File: config.mk
export PLATFORM = sky130hd
export DESIGN_NAME = dasr_top
export DESIGN_NICKNAME = d
export VERILOG_FILES = /design/src/verilog/dasr_pkg.sv /design/src/verilog/dasr_fifo.sv /design/src/verilog/dasr_top.sv
export VERILOG_INCLUDE_DIRS = /design/src /design/src/verilog
export SDC_FILE = /design/constraint.sdc
export NUM_CORES = 1
export LEC_CHECK = 0
export BUFFER_PORTS_ARGS = -buffer_cell sky130_fd_sc_hd__buf_4
export CAP_MARGIN = 5
export CORE_MARGIN = 4
export CORE_UTILIZATION = 40
export DETAILED_ROUTE_END_ITERATION = 10
export PLACE_DENSITY = 0.56
export SLEW_MARGIN = 20
export SYNTH_ARGS = -nofsm -noshare
export SYNTH_HDL_FRONTEND = slang
export SYNTH_SLANG_ARGS = --single-unit
File: constraint.sdc
create_clock -name clk -period 4.5 [get_ports clk]
set_input_delay 0.45 -clock clk [delete_from_list [all_inputs] [get_ports clk]]
set_output_delay 0.45 -clock clk [all_outputs]
set_load 0.1 [all_outputs]
File: src/verilog/dasr_params.svh
// constants for the dual converter serial readout
// included by the package and the top module
`ifndef DASR_PARAMS_SVH
`define DASR_PARAMS_SVH
`define DASR_FRAME_LEN 16
`define DASR_RESULT_W 12
`define DASR_CHSEL_CYCLE 2
`define DASR_RD_LAG 3
`define DASR_CLK_PERIOD_NS 100
`define DASR_FIFO_DEPTH 16
`endif

File: src/verilog/dasr_pkg.sv
// types for the dual converter serial readout
// assumes dasr_params.svh on the include path
`include "dasr_params.svh"
package dasr_pkg;
    typedef enum logic [1:0] {
        DASR_IDLE = 2'b00,
        DASR_CONV = 2'b01
    } dasr_state_t;
    typedef logic [`DASR_RESULT_W-1:0] dasr_result_t;
endpackage : dasr_pkg

File: src/verilog/dasr_fifo.sv
// small flip-flop fifo with valid/ready on both sides
// assumes a single clock, synchronous active-high reset
`timescale 1ns/1ps
`default_nettype none
module dasr_fifo #(
    parameter int WIDTH = 28,
    parameter int DEPTH = 16
) (
    // clock and reset
    input wire logic clk,
    input wire logic rst,
    input wire logic clk_en,
    // fill side
    input wire logic in_valid,
    output logic in_ready,
    input wire logic [WIDTH-1:0] in_data,
    // drain side
    output logic out_valid,
    input wire logic out_ready,
    output logic [WIDTH-1:0] out_data
);
    localparam int AW = $clog2(DEPTH);
    logic [WIDTH-1:0] mem_q [DEPTH];
    logic [AW-1:0] wr_q;
    logic [AW-1:0] rd_q;
    logic [AW:0] cnt_q;
    wire logic push = in_valid && in_ready;
    wire logic pop = out_valid && out_ready;
    assign in_ready = (cnt_q != (AW+1)'(DEPTH));
    assign out_valid = (cnt_q != '0);
    assign out_data = mem_q[rd_q];
    always_ff @(posedge clk) begin
        if (rst) begin
            wr_q <= '0;
            rd_q <= '0;
            cnt_q <= '0;
        end else if (clk_en) begin
            if (push) begin
                mem_q[wr_q] <= in_data;
                wr_q <= (wr_q == AW'(DEPTH-1)) ? '0 : wr_q + 1'b1;
            end
            if (pop) begin
                rd_q <= (rd_q == AW'(DEPTH-1)) ? '0 : rd_q + 1'b1;
            end
            if (push && !pop) begin
                cnt_q <= cnt_q + 1'b1;
            end else if (pop && !push) begin
                cnt_q <= cnt_q - 1'b1;
            end
        end
    end
endmodule : dasr_fifo
`default_nettype wire

File: src/verilog/dasr_top.sv
// serial readout and sequencing for a dual 12-bit sampling converter
// assumes the converter clock is clk; all pins synchronous to it
//
// Summary of operation
// - 16-cycle frame: flags, 12 bits, two zeros
// - channel select latched at cycle two
// - routing high: line A only, B released
// - single-line: every second start ignored
// - channel mode high: auto alternate channels
// - both high: alternate, line A, skip starts
// - data valid after third clock past read
// - chip select low enables serial outputs
// - busy high for the sixteen-clock conversion
// - mode pins pick channel and routing scheme
`timescale 1ns/1ps
`default_nettype none
`include "dasr_params.svh"
module dasr_top #(
    parameter int FRAME_LEN = `DASR_FRAME_LEN,
    parameter int FIFO_DEPTH = `DASR_FIFO_DEPTH
) (
    // clock and reset
    input wire logic clk,
    input wire logic rst,
    input wire logic clk_en,
    // host control pins
    input wire logic convert_start,
    input wire logic read_n,
    input wire logic chip_select_n,
    input wire logic channel_mode_pin,
    input wire logic output_routing_pin,
    input wire logic channel_select_pin,
    // conversion results from the two converters
    input wire logic result_valid,
    output logic result_ready,
    input wire logic [`DASR_RESULT_W-1:0] result_a,
    input wire logic [`DASR_RESULT_W-1:0] result_b,
    // status and serial outputs
    output logic busy,
    output logic sample_channel,
    output logic serial_a,
    output logic serial_a_oe,
    output logic serial_b,
    output logic serial_b_oe
);
    localparam int RW = `DASR_RESULT_W;
    localparam int FW = 2 * RW + 4;
    localparam int CW = $clog2(FRAME_LEN + 1);

    // frame word: flag bits then result, top bit first
    function automatic logic [FRAME_LEN-1:0] dasr_frame(input logic ch, input logic pair,
                                                         input logic [RW-1:0] res);
        dasr_frame = {ch, pair, res, 2'b00};
    endfunction : dasr_frame

    dasr_pkg::dasr_state_t state_q, state_d;
    logic [CW-1:0] cyc_q;
    logic conv_prev_q;
    logic rd_prev_q;
    logic [1:0] rd_lag_q;
    logic rd_ok_q;
    logic chan_q;
    logic next_chan_q;
    logic skip_q;
    logic second_q;
    logic b_off_q;
    logic route_seen_q;
    logic [FRAME_LEN-1:0] sh_a_q, sh_b_q;
    logic [FRAME_LEN-1:0] hold_b_q;
    logic busy_q, sa_q, sb_q, sa_oe_q, sb_oe_q;

    // fifo between converter core and shifter
    logic f_valid;
    logic [FW-1:0] f_data;
    wire logic f_ready;
    wire logic start_edge = convert_start && !conv_prev_q;
    wire logic single_line = output_routing_pin;
    wire logic start_take = start_edge && (state_q == dasr_pkg::DASR_IDLE)
                            && !(single_line && skip_q);
    wire logic frame_end = (state_q == dasr_pkg::DASR_CONV) && (cyc_q == CW'(FRAME_LEN - 1));
    wire logic load_pair = start_take && !second_q;
    assign f_ready = load_pair;
    wire logic [RW-1:0] fa = f_data[RW-1:0];
    wire logic [RW-1:0] fb = f_data[2*RW-1:RW];
    wire logic fch = f_data[2*RW];
    wire logic chan_pick = channel_mode_pin ? ~next_chan_q : channel_select_pin;
    wire logic latch_chsel = (state_q == dasr_pkg::DASR_CONV)
                             && (cyc_q == CW'(`DASR_CHSEL_CYCLE - 1));
    wire logic rd_fall = !read_n && rd_prev_q;
    // a fresh read fall drops the drivers in the same edge, not one later
    wire logic drive_en = !chip_select_n && rd_ok_q && !rd_fall;
    // frame words; bit one leaves on the start edge, the shifters follow a cycle later
    wire logic [FRAME_LEN-1:0] new_a = dasr_frame(fch, 1'b0, f_valid ? fa : '0);
    wire logic [FRAME_LEN-1:0] new_b = dasr_frame(fch, 1'b1, f_valid ? fb : '0);
    wire logic [FRAME_LEN-1:0] first_a = load_pair ? new_a : hold_b_q;

    dasr_fifo #(
        .WIDTH(FW),
        .DEPTH(FIFO_DEPTH)
    ) u_fifo (
        .clk(clk),
        .rst(rst),
        .clk_en(clk_en),
        .in_valid(result_valid),
        .in_ready(result_ready),
        .in_data({3'b000, chan_q, result_b, result_a}),
        .out_valid(f_valid),
        .out_ready(f_ready),
        .out_data(f_data)
    );

    always_comb begin
        state_d = state_q;
        unique case (state_q)
            dasr_pkg::DASR_IDLE: begin
                if (start_take) begin
                    state_d = dasr_pkg::DASR_CONV;
                end
            end
            dasr_pkg::DASR_CONV: begin
                if (frame_end) begin
                    state_d = dasr_pkg::DASR_IDLE;
                end
            end
            default: state_d = dasr_pkg::DASR_IDLE;
        endcase
    end

    always_ff @(posedge clk) begin
        if (rst) begin
            state_q <= dasr_pkg::DASR_IDLE;
            cyc_q <= '0;
            conv_prev_q <= 1'b0;
            busy_q <= 1'b0;
        end else if (clk_en) begin
            state_q <= state_d;
            conv_prev_q <= convert_start;
            cyc_q <= (state_q == dasr_pkg::DASR_CONV && !frame_end) ? cyc_q + 1'b1 : '0;
            busy_q <= (state_d == dasr_pkg::DASR_CONV);
        end
    end

    // channel choice for the following conversion
    always_ff @(posedge clk) begin
        if (rst) begin
            chan_q <= 1'b0;
            next_chan_q <= 1'b0;
        end else if (clk_en) begin
            if (latch_chsel && !second_q) begin
                next_chan_q <= chan_pick;
            end
            if (start_take && !second_q) begin
                chan_q <= next_chan_q;
            end
        end
    end

    // single-line pairing: second frame sends line B's result on A
    always_ff @(posedge clk) begin
        if (rst) begin
            skip_q <= 1'b0;
            second_q <= 1'b0;
        end else if (clk_en) begin
            if (frame_end) begin
                second_q <= single_line && !second_q;
            end
            if (start_edge && state_q == dasr_pkg::DASR_IDLE) begin
                skip_q <= single_line && !skip_q && !start_take ? 1'b0 : (single_line && start_take);
            end else if (start_edge && single_line && skip_q) begin
                skip_q <= 1'b0;
            end
        end
    end

    // release line B after the conversion following routing going high
    always_ff @(posedge clk) begin
        if (rst) begin
            route_seen_q <= 1'b0;
            b_off_q <= 1'b0;
        end else if (clk_en) begin
            if (!output_routing_pin) begin
                route_seen_q <= 1'b0;
                b_off_q <= 1'b0;
            end else begin
                route_seen_q <= 1'b1;
                if (route_seen_q && frame_end) begin
                    b_off_q <= 1'b1;
                end
            end
        end
    end

    // read strobe qualifies the drivers after the third clock
    always_ff @(posedge clk) begin
        if (rst) begin
            rd_prev_q <= 1'b1;
            rd_lag_q <= '0;
            rd_ok_q <= 1'b0;
        end else if (clk_en) begin
            rd_prev_q <= read_n;
            if (rd_fall) begin
                rd_lag_q <= 2'(`DASR_RD_LAG - 1);
                rd_ok_q <= 1'b0;
            end else if (rd_lag_q != '0) begin
                rd_lag_q <= rd_lag_q - 1'b1;
                rd_ok_q <= (rd_lag_q == 2'h1);
            end else if (!read_n || rd_prev_q) begin
                rd_ok_q <= 1'b1;
            end
        end
    end

    // shift registers; empty fifo sends zero result
    always_ff @(posedge clk) begin
        if (rst) begin
            sh_a_q <= '0;
            sh_b_q <= '0;
            hold_b_q <= '0;
        end else if (clk_en) begin
            if (load_pair) begin
                sh_a_q <= new_a;
                sh_b_q <= new_b;
                hold_b_q <= new_b;
            end else if (start_take) begin
                sh_a_q <= hold_b_q;
                sh_b_q <= '0;
            end else if (state_q == dasr_pkg::DASR_CONV) begin
                sh_a_q <= {sh_a_q[FRAME_LEN-2:0], 1'b0};
                sh_b_q <= {sh_b_q[FRAME_LEN-2:0], 1'b0};
            end
        end
    end

    // registered pins; line B idles released in single-line mode
    always_ff @(posedge clk) begin
        if (rst) begin
            sa_q <= 1'b0;
            sb_q <= 1'b0;
            sa_oe_q <= 1'b0;
            sb_oe_q <= 1'b0;
        end else if (clk_en) begin
            if (start_take) begin
                sa_q <= first_a[FRAME_LEN-1];
                sb_q <= load_pair && new_b[FRAME_LEN-1];
            end else begin
                sa_q <= (state_d == dasr_pkg::DASR_CONV) && sh_a_q[FRAME_LEN-2];
                sb_q <= (state_d == dasr_pkg::DASR_CONV) && sh_b_q[FRAME_LEN-2];
            end
            sa_oe_q <= drive_en;
            sb_oe_q <= drive_en && !b_off_q;
        end
    end

    assign busy = busy_q;
    assign sample_channel = chan_q;
    assign serial_a = sa_q;
    assign serial_b = sb_q;
    assign serial_a_oe = sa_oe_q;
    assign serial_b_oe = sb_oe_q;
endmodule : dasr_top
`default_nettype wire

Word level (Yosys, flattened, before mapping) --
Memory sizes are Yosys's and may differ from the RTL's. A register that Yosys moved wholly into a read port is not among the register bits. Index checks and enable logic that the tools add are counted.
Cells by class: reduce and logical (&&, ||, !) cells 59, eq/ne operators 9, $add $sub $neg 6, bitwise logic cells 1, muxes and demuxes 37
Operator list (number):
- two-way mux 15 bit | 6
- logical AND 1 bit | 27
- two-way mux 12 bit | 2
- AND reduction 2 bit | 11
- two-way mux 1 bit | 16
- two-way mux 16 bit | 1
- two-way mux 4 bit | 4
- two-way mux 5 bit | 3
- logical NOT 1 bit | 12
- adder 5 x 1 -> 5 bit (second input constant) | 2
- adder 4 x 1 -> 4 bit (second input constant) | 2
- == test 4 bit (second input constant) | 2
- two-way mux 2 bit | 4
- nonzero test 2 bit | 4
- == test 2 x 1 -> 1 bit (second input constant) | 3
- nonzero test 3 bit | 2
- == test 5 x 1 -> 1 bit (second input constant) | 1
- == test 5 x 4 -> 1 bit (second input constant) | 1
- != test 5 bit (second input constant) | 1
- nonzero test 5 bit | 1
- subtractor 5 x 1 -> 5 bit (second input constant) | 1
- case mux 2 bit (2 select lines) | 1
- logical NOT 2 bit | 1
- != test 2 x 1 -> 1 bit (second input constant) | 1
- other kinds (3) | 3
Storage, ports and cells: output and inout port bits 7, memories 1, register bits 80, input bits 34, logic and storage cells 136, bits in writable memories 400
Memories:
- u_fifo.mem_q | depth 16, bits a word 25, rd ports 1, clocked after memory_dff 1, wr ports 1, RTL line dasr_fifo.sv:23 | logic [WIDTH-1:0] mem_q [DEPTH];

Depth between registers and ports, before layout --
Gate-level depths: netlist of the first run.
depth after elaboration 10, gate-level depth with buffers 13, depth with buffers taken out 12

Cells and area by module --
A second synthesis of the first run with hierarchy kept.
Unflattened totals: cell total of the unflattened synthesis 1146, area total of the unflattened synthesis 20676.1 µm²
By module, submodules not included:
- dasr_fifo | seq. area each 13793.2 µm², cells an instance 804, instances 1, area an instance 17729.5 µm²
- dasr_top | seq. area each 1261.2 µm², cells an instance 342, instances 1, area an instance 2946.6 µm²

Worst setup path after synthesis of the first run --
Ideal clock, no wire load.
kind reg2reg, from reg u_fifo.cnt_q[0], to mem u_fifo.mem_q[3][0] (netlist bit) (enable), path slack 1035 ps, path buffers 0, required time 4062 ps, period minus slack after synthesis 3465 ps, setup time 438 ps, stages on the path, launching flop included 6, data arrival time 3027 ps, path through dfxtp_1 > nor4_1 > a21boi_1 > nor3b_1 > nand2_1 > nor3_1
On the way: word-level cells in the longest chain between the ends 6
Ends and longest elaborated chain:
- from (decl) | RTL line dasr_fifo.sv:26 | logic [AW:0] cnt_q;
- from (signal assigned) | RTL line dasr_fifo.sv:46 | cnt_q <= cnt_q + 1'b1;
- from (signal assigned) | RTL line dasr_fifo.sv:48 | cnt_q <= cnt_q - 1'b1;
- != test 5 bit | RTL line dasr_fifo.sv:29 | assign in_ready = (cnt_q != (AW+1)'(DEPTH));
- logical AND 1 bit | RTL line dasr_fifo.sv:27 | wire logic push = in_valid && in_ready;
- two-way mux 1 bit | RTL line dasr_fifo.sv:38 | if (push) begin
- two-way mux 1 bit | RTL line dasr_fifo.sv:37 | end else if (clk_en) begin
- two-way mux 1 bit | RTL line dasr_fifo.sv:33 | if (rst) begin
- two-way mux 1 bit (implied by the code) | RTL line dasr_fifo.sv:39 | mem_q[wr_q] <= in_data;
- to (decl) | RTL line dasr_fifo.sv:23
No other way between the ends.

Final worst setup path of the first run --
from reg u_fifo.cnt_q[0], to reg u_fifo.cnt_q[4]
On the way: word-level cells in the longest chain between the ends 6, elaborated cells between the ends (all ways) 14, those cells by class add/sub: 2; eq/ne: 1; mux: 2; reduce/logical: 9
Ends and longest elaborated chain:
- parallel branches: the longest is 6 deep, another holds subtractor 5 x 1 -> 5 bit
Several ways; the timed one is not identified. The select of a mux whose other input is x is not followed. A chain may end at the register's enable or synchronous reset.

==> metrics.csv, run 1 <==
metric,value,unit
Critical Path AT,3.82,ns
WP buf/inv,3,
Die H,224.1,um
syn_area_per_cell,17.46,um2
Peak Freq,299.4,MHz
routability cong.,0.7681,
"Reg clk slew, reported paths",0.06,ns
vias in the first global route,10070,
number of DRC markers in iteration 0,946,
post-CTS sizing,0,
Yosys cell types,58,
CP Capture Type,register,
Critical Path RT,4.98,ns
Filler Cell Count,3874,
clock latency on the worst-skew pair,0.59,ns
pwr dens,465.8,nW/um2
Final period util,0.7423,
io pins,41,
Final Max Slew Viols,0,
Vias/cell,5.524,
DR vias,9788,
Die Width,224.1,um
CTS Hold Bufs,0,
H-tree depth,2,
Fin Clk Skew,0.01551,ns
Net Sw Frac,0.2360,
multi-input logic area,4882,um2
"Cell Area, Synth",18680,um2
first-pass GRT wire length,65.30,mm
CTS sink cnt,480,
crit-path cells,nor4_1 > nor2b_1 > nor3_2 > buf_4 > inv_2 > ha_1 > inv_1 > fa_1 > a21o_1 > a21oi_1 > xnor2_1 > a21oi_1 > a31o_1,
largest net degree at the start of global routing,69,
fin nets,1180,
RSZ-0062 raised after global routing,false,
hold_sp,read_n,
status,completed,
"CP delay by family, top",simple AND/OR/NAND/NOR gates,
Int Power,0.007628,W
Post-CTS Setup Repair Bufs,0,
layout cells sized above 1,0.2270,
sequential share of power,0.498,
Slowest cell on crit path,nor4_1,
WS Path Type,reg2reg,
power share of the combinational group,0.102,
Main synth FF type,edfxtp_1,
number of synthesized flops with an enable pin,400,
Final HPWL DP,25.95,mm
crit-path max cell delay,0.51,ns
setup_tns,0,ns
CP Max Fanout,24,
Setup crit start,u_fifo.cnt_q[0],
IO Port Bufs,40,
Seq cells post-synth,480,
Syn. warnings,0,
DRT Pass-1 Iters,5,
R2R Path Start,u_fifo.cnt_q[0],
CP Launch Type,register,
clock network fraction of total power,0.400,
ANT cells,0,
switching power,0.002357,W
Area after DPL,19850,um2
Core Footprint,45770,um2
sequential cell area fraction in the yosys report,0.7286,
Mapped Nets,1119,
"Design Area, Final",21430,um2
Hold Path Class,in2reg,
Synth Instances,1070,
leakage,6.791,nW
Slew @ Worst Pin,1.036,ns
die area,50230,um2
Crit path top cell by count,a21oi_1,
Site Rows,78,
clk root buf,clkbuf_16,
Worst slew margin,0.3091,
Area Overhead vs Synth,14.73,%
max-cap violation count,0,
GR Overflow Total,0,
Final Hold Vio Count,0,
total track usage,0.1723,
Starting Density,0.4082,
CTS tree,yes,
Period minus WS final,3.340,ns
clock buffer count from CTS,50,
Longest Clk Path Bufs,3,
drt drc,0,
peak supply drop,0.2762,mV
sequential cell area,13620,um2
Detail Route Antenna Nets,0,
endpoints failing setup,0,
Post-synth ARST share,0,
initial antenna violation count,0,
routed wire length per instance,24.18,um
Post-Route WL,42.85,mm
kinds of logic (layout without fill, tap and decap cells):
| family | count (synthesis) | in the layout | share of synthesized area |
|---|---|---|---|
| AOI/OAI and AO/OA | 173 | 173 | 0.06389 |
| buffers and inverters | 73 | 175 | 0.01681 |
| muxes | 111 | 111 | 0.1252 |
| xor gates and xnor gates | 6 | 6 | 0.002813 |
| DFF | 480 | 480 | 0.7286 |
| and+or+nand+nor | 212 | 212 | 0.05224 |
| adders and majority gates | 15 | 15 | 0.01045 |
worst paths after layout:
| kind | endpoint | slack (ns) | cells after the start |
|---|---|---|---|
| setup / recovery | u_fifo.cnt_q[4] | 1.16 | 13 |
| hold / removal | rd_prev_q | 0.09 | 2 |
| setup reg to reg | u_fifo.cnt_q[4] | 1.16 | 13 |
| hold reg to reg | hold_b_q[14] | 0.45 | 2 |
routing by layer:
| metal | wire [um] | up-vias | track usage |
|---|---|---|---|
| met4 | 771 | 0 | 0.04037 |
| met5 | 0 | - | 0 |
| met2 | 20330 | 244 | 0.2728 |
| met1 | 19300 | 5072 | 0.2461 |
| li1 | - | 4418 | - |
| met3 | 2448 | 54 | 0.03931 |
cells in the mapped netlist (all sizes together) (2+ instances only):
master / count / area share
a311oi: 5 / 0.0023
nand2: 72 / 0.014
nor2: 66 / 0.013
nor2b: 7 / 0.0023
nor3: 24 / 0.0067
nor3b: 5 / 0.0020
ha: 14 / 0.0094
a21oi: 38 / 0.010
xnor2: 5 / 0.0023
a211oi: 4 / 0.0016
a32oi: 3 / 0.0014
nor4b: 2 / 0.00094
mux2i: 12 / 0.0064
and3: 4 / 0.0013
mux4: 98 / 0.12
edfxtp: 400 / 0.64
a21o: 3 / 0.0012
a31oi: 13 / 0.0044
nand4b: 5 / 0.0023
buf: 28 / 0.0078
a41oi: 2 / 0.00094
nand2b: 10 / 0.0033
clkbuf: 34 / 0.0068
nand3: 9 / 0.0024
o2bb2ai: 11 / 0.0052
o21bai: 11 / 0.0044
o21ai: 18 / 0.0048
dfxtp: 80 / 0.086
a22oi: 44 / 0.018
inv: 11 / 0.0022
a22o: 11 / 0.0052
flip-flops by register name, indices dropped and copies added (netlist names), 2 cells and up, named ones only:
| name | flops |
|---|---|
| u_fifo.rd_q | 4 |
| u_fifo.wr_q | 4 |
| sh_a_q | 13 |
| u_fifo.cnt_q | 5 |
| state_q | 2 |
| rd_lag_q | 2 |
| hold_b_q | 14 |
| u_fifo.mem_q | 400 |
| cyc_q | 5 |
| sh_b_q | 13 |
final cells by class:
cell class,instances,share of cell area
Tap cell,600,0.03502
Clock buffer,65,0.06339
Multi-Input combinational cell,517,0.2278
Timing Repair Buffer,71,0.02603
Clock inverter,28,0.01039
Sequential cell,480,0.6355
Inverter,11,0.001926
cells in the final DEF (no fill, tap or decap), types with 8 or more instances in the layout:
cell type  synthesis  final
a31oi_1           13     13
dfxtp_1           80     78
o2bb2ai_1         11     11
ha_1              14     14
a21oi_1           38     37
clkinv_1           0     13
nor2_4             0     12
inv_1              9      9
clkinv_2           0      8
edfxtp_1         400    400
nor2_1            66     53
clkbuf_1          34     11
a22oi_1           44     44
nand2_1           72     72
buf_4              1     69
nand2b_1          10     10
clkbuf_16          0     51
mux2i_1           12     12
o21ai_1            9      9
mux4_2            98     98
a22o_1            11     11
nand3_1            9      9
o21ai_0            9      9
nor3_1            23     18
o21bai_1          11     11
metrics by stage:
stage | total power (W) | setup slack [ns] | util | std cells | hold slack [ns]
floorplan | 0.005769 | 1.035 | - | 1070 | 0.4225
finish | 0.009985 | 1.160 | 0.4683 | 1772 | 0.09187
global route | 0.01039 | 0.9236 | 0.4683 | 1772 | 0.07859
detailed placement | 0.006099 | 1.220 | 0.4337 | 1679 | 0.4459
global placement | 0.006087 | 1.257 | 0.4337 | 1679 | 0.4352
CTS | 0.01009 | 1.187 | 0.4683 | 1772 | 0.06493
power groups by stage:
stage | Clock (W) | Combinational [W] | Sequential (W)
final | 0.00399 | 0.00102 | 0.00497
after global routing | 0.00429 | 0.00112 | 0.00498
after CTS | 0.00408 | 0.00104 | 0.00497
after detailed placement | 0 | 0.00103 | 0.00507
after global placement | 0 | 0.00102 | 0.00506
after floorplan | 0 | 0.000720 | 0.00505
No activity file was read; power rests on OpenSTA's default activity.
==> inputs of run 2 (changes only) <==
==> constraint.sdc (replaced) <==
create_clock -name clk -period 3.5 [get_ports clk]
set_input_delay 0.35 -clock clk [delete_from_list [all_inputs] [get_ports clk]]
set_output_delay 0.35 -clock clk [all_outputs]
set_load 0.1 [all_outputs]
==> run 2 against run 1 <==
  * Sequential power is 29% higher
  * Sequential share of layout area is 0.55 points lower
  * Clock skew is 0.014 ns higher
  * Total power is 28% higher
  * Flip-flop and latch count stayed put
  * Combinational power is 27% higher
  * Setup slack worse by 0.65 ns
  * Wire length is 3.5% lower
  * Critical path depth is 1 lower
  * Critical path type unchanged
==> metrics.csv, run 2 (synthesis gave the netlist of run 1 again) <==
metric,value,unit
status,completed,
Die Width,224.1,um
clk root buf,clkbuf_16,
Post-Route WL,41.34,mm
pwr dens,590.1,nW/um2
max reg flops,400,
CTS sink cnt,480,
Final Max Slew Viols,0,
Die H,224.1,um
Longest Clk Path Bufs,3,
Crit path top cell by count,a21oi_1,
Int Power,0.009761,W
peak supply drop,0.4330,mV
most frequent cells in the layout,"edfxtp_1 (400), mux4_2 (98), buf_4 (79), dfxtp_1 (78), nand2_1 (72)",
DR vias,9841,
crit-path max cell delay,0.45,ns
power share of the combinational group,0.102,
Final period util,0.8534,
first-pass GRT wire length,63.31,mm
"Design Area, Final",21620,um2
endpoints failing setup,0,
Starting Density,0.4082,
die area,50230,um2
RSZ-0062 raised after global routing,false,
largest net degree at the start of global routing,68,
initial antenna violation count,3,
Vias/cell,5.504,
Area Overhead vs Synth,15.72,%
clock network fraction of total power,0.397,
drt drc,0,
Critical Path AT,3.45,ns
number of DRC markers in iteration 0,835,
Fin Clk Skew,0.02996,ns
Peak Freq,334.8,MHz
Critical Path RT,3.97,ns
Net Sw Frac,0.2350,
"CP delay by family, top",simple AND/OR/NAND/NOR gates,
layout cells sized above 1,0.2374,
WHS Path Cells,3,
Worst slew margin,0.4517,
io pins,41,
IO Port Bufs,40,
crit-path cells,nor4_1 > nor2b_1 > nor3_2 > inv_2 > ha_1 > inv_1 > fa_1 > a21o_1 > a21oi_1 > xnor2_1 > a21oi_1 > a31o_1,
Top reg by flops,u_fifo.mem_q,
Hold Path Class,in2reg,
WS Path Type,reg2reg,
DRT Pass-1 Iters,5,
setup_tns,0,ns
WP buf/inv,2,
CP Launch Type,register,
R2R depth,12,
Final HPWL DP,23.87,mm
Largest regs,"u_fifo.mem_q x400, hold_b_q x14",
Post-CTS Setup Repair Bufs,0,
Detail Route Antenna Nets,0,
GR Overflow Total,0,
CTS tree,yes,
Period minus WS final,2.987,ns
"most common cell after layout, fill and taps aside",edfxtp_1,
clock buffer count from CTS,50,
Site Rows,78,
WP depth,12,
Area after DPL,20020,um2
Slew @ Worst Pin,0.8225,ns
ANT cells,0,
"Reg clk slew, reported paths",0.06,ns
leakage,6.893,nW
total track usage,0.1653,
Final Hold Vio Count,0,
routed wire length per instance,23.12,um
switching power,0.002998,W
routability cong.,0.7399,
max-cap violation count,0,
clock latency on the worst-skew pair,0.60,ns
H-tree depth,2,
Core Footprint,45770,um2
fin nets,1197,
sequential share of power,0.501,
CP Max Fanout,6,
vias in the first global route,10050,
total power,0.01276,W
Slowest cell on crit path,nor4_1,
CP Capture Type,register,
## run 2: area by class of cell
class / instances / area (um2)
Tap cell: 600 / 750.7
Fill cell: 3837 / 24150
Multi-Input combinational cell: 517 / 4878
Clock inverter: 34 / 274.0
Inverter: 11 / 41.29
Sequential cell: 480 / 13620
Timing Repair Buffer: 88 / 753.2
Clock buffer: 58 / 1303
## run 2: worst paths after layout
check,from,to,slack [ns]
max,u_fifo.cnt_q[0],u_fifo.cnt_q[4],0.51
min,chip_select_n,serial_a_oe,0.06
max reg2reg,u_fifo.cnt_q[0],u_fifo.cnt_q[4],0.51
min reg2reg,hold_b_q[2],hold_b_q[2],0.44
## run 2: power groups by stage
| stage | clock network (W) | logic [W] | registers (W) |
|---|---|---|---|
| CTS | 0.00521 | 0.00131 | 0.00639 |
| finish | 0.00507 | 0.00130 | 0.00639 |
| global route | 0.00545 | 0.00143 | 0.00641 |
| floorplan | 0 | 0.000925 | 0.00649 |
| global placement | 0 | 0.00130 | 0.00651 |
| detailed placement | 0 | 0.00131 | 0.00651 |
## run 2: worst min-delay path, delay by kind of cell
kind | cells | cell delay [ns]
buf+inv | 1 | 0.08
simple gates | 1 | 0.10
compound gates | 1 | 0.06
## run 2: stage by stage
step	instances	util	worst slack, ns	hold WS [ns]
floorplan	1070	-	0.03494	0.4225
global placement	1694	0.4375	0.5564	0.4326
detailed placement	1694	0.4375	0.5019	0.4358
CTS	1788	0.4724	0.4831	0.01922
global route	1788	0.4724	0.2343	0.04712
finish	1788	0.4724	0.5131	0.05502
## run 2: repair_timing
item,CTS,global route
resized for setup,0,0
hold buffers,2,0
hold endpoints to repair,2,0
## run 2: metal layers
metal / GRT usage / share of wire
met5: 0 / 0.00075
met4: 0.03400 / 0.017
met3: 0.03630 / 0.057
met2: 0.2640 / 0.48
met1: 0.2369 / 0.45
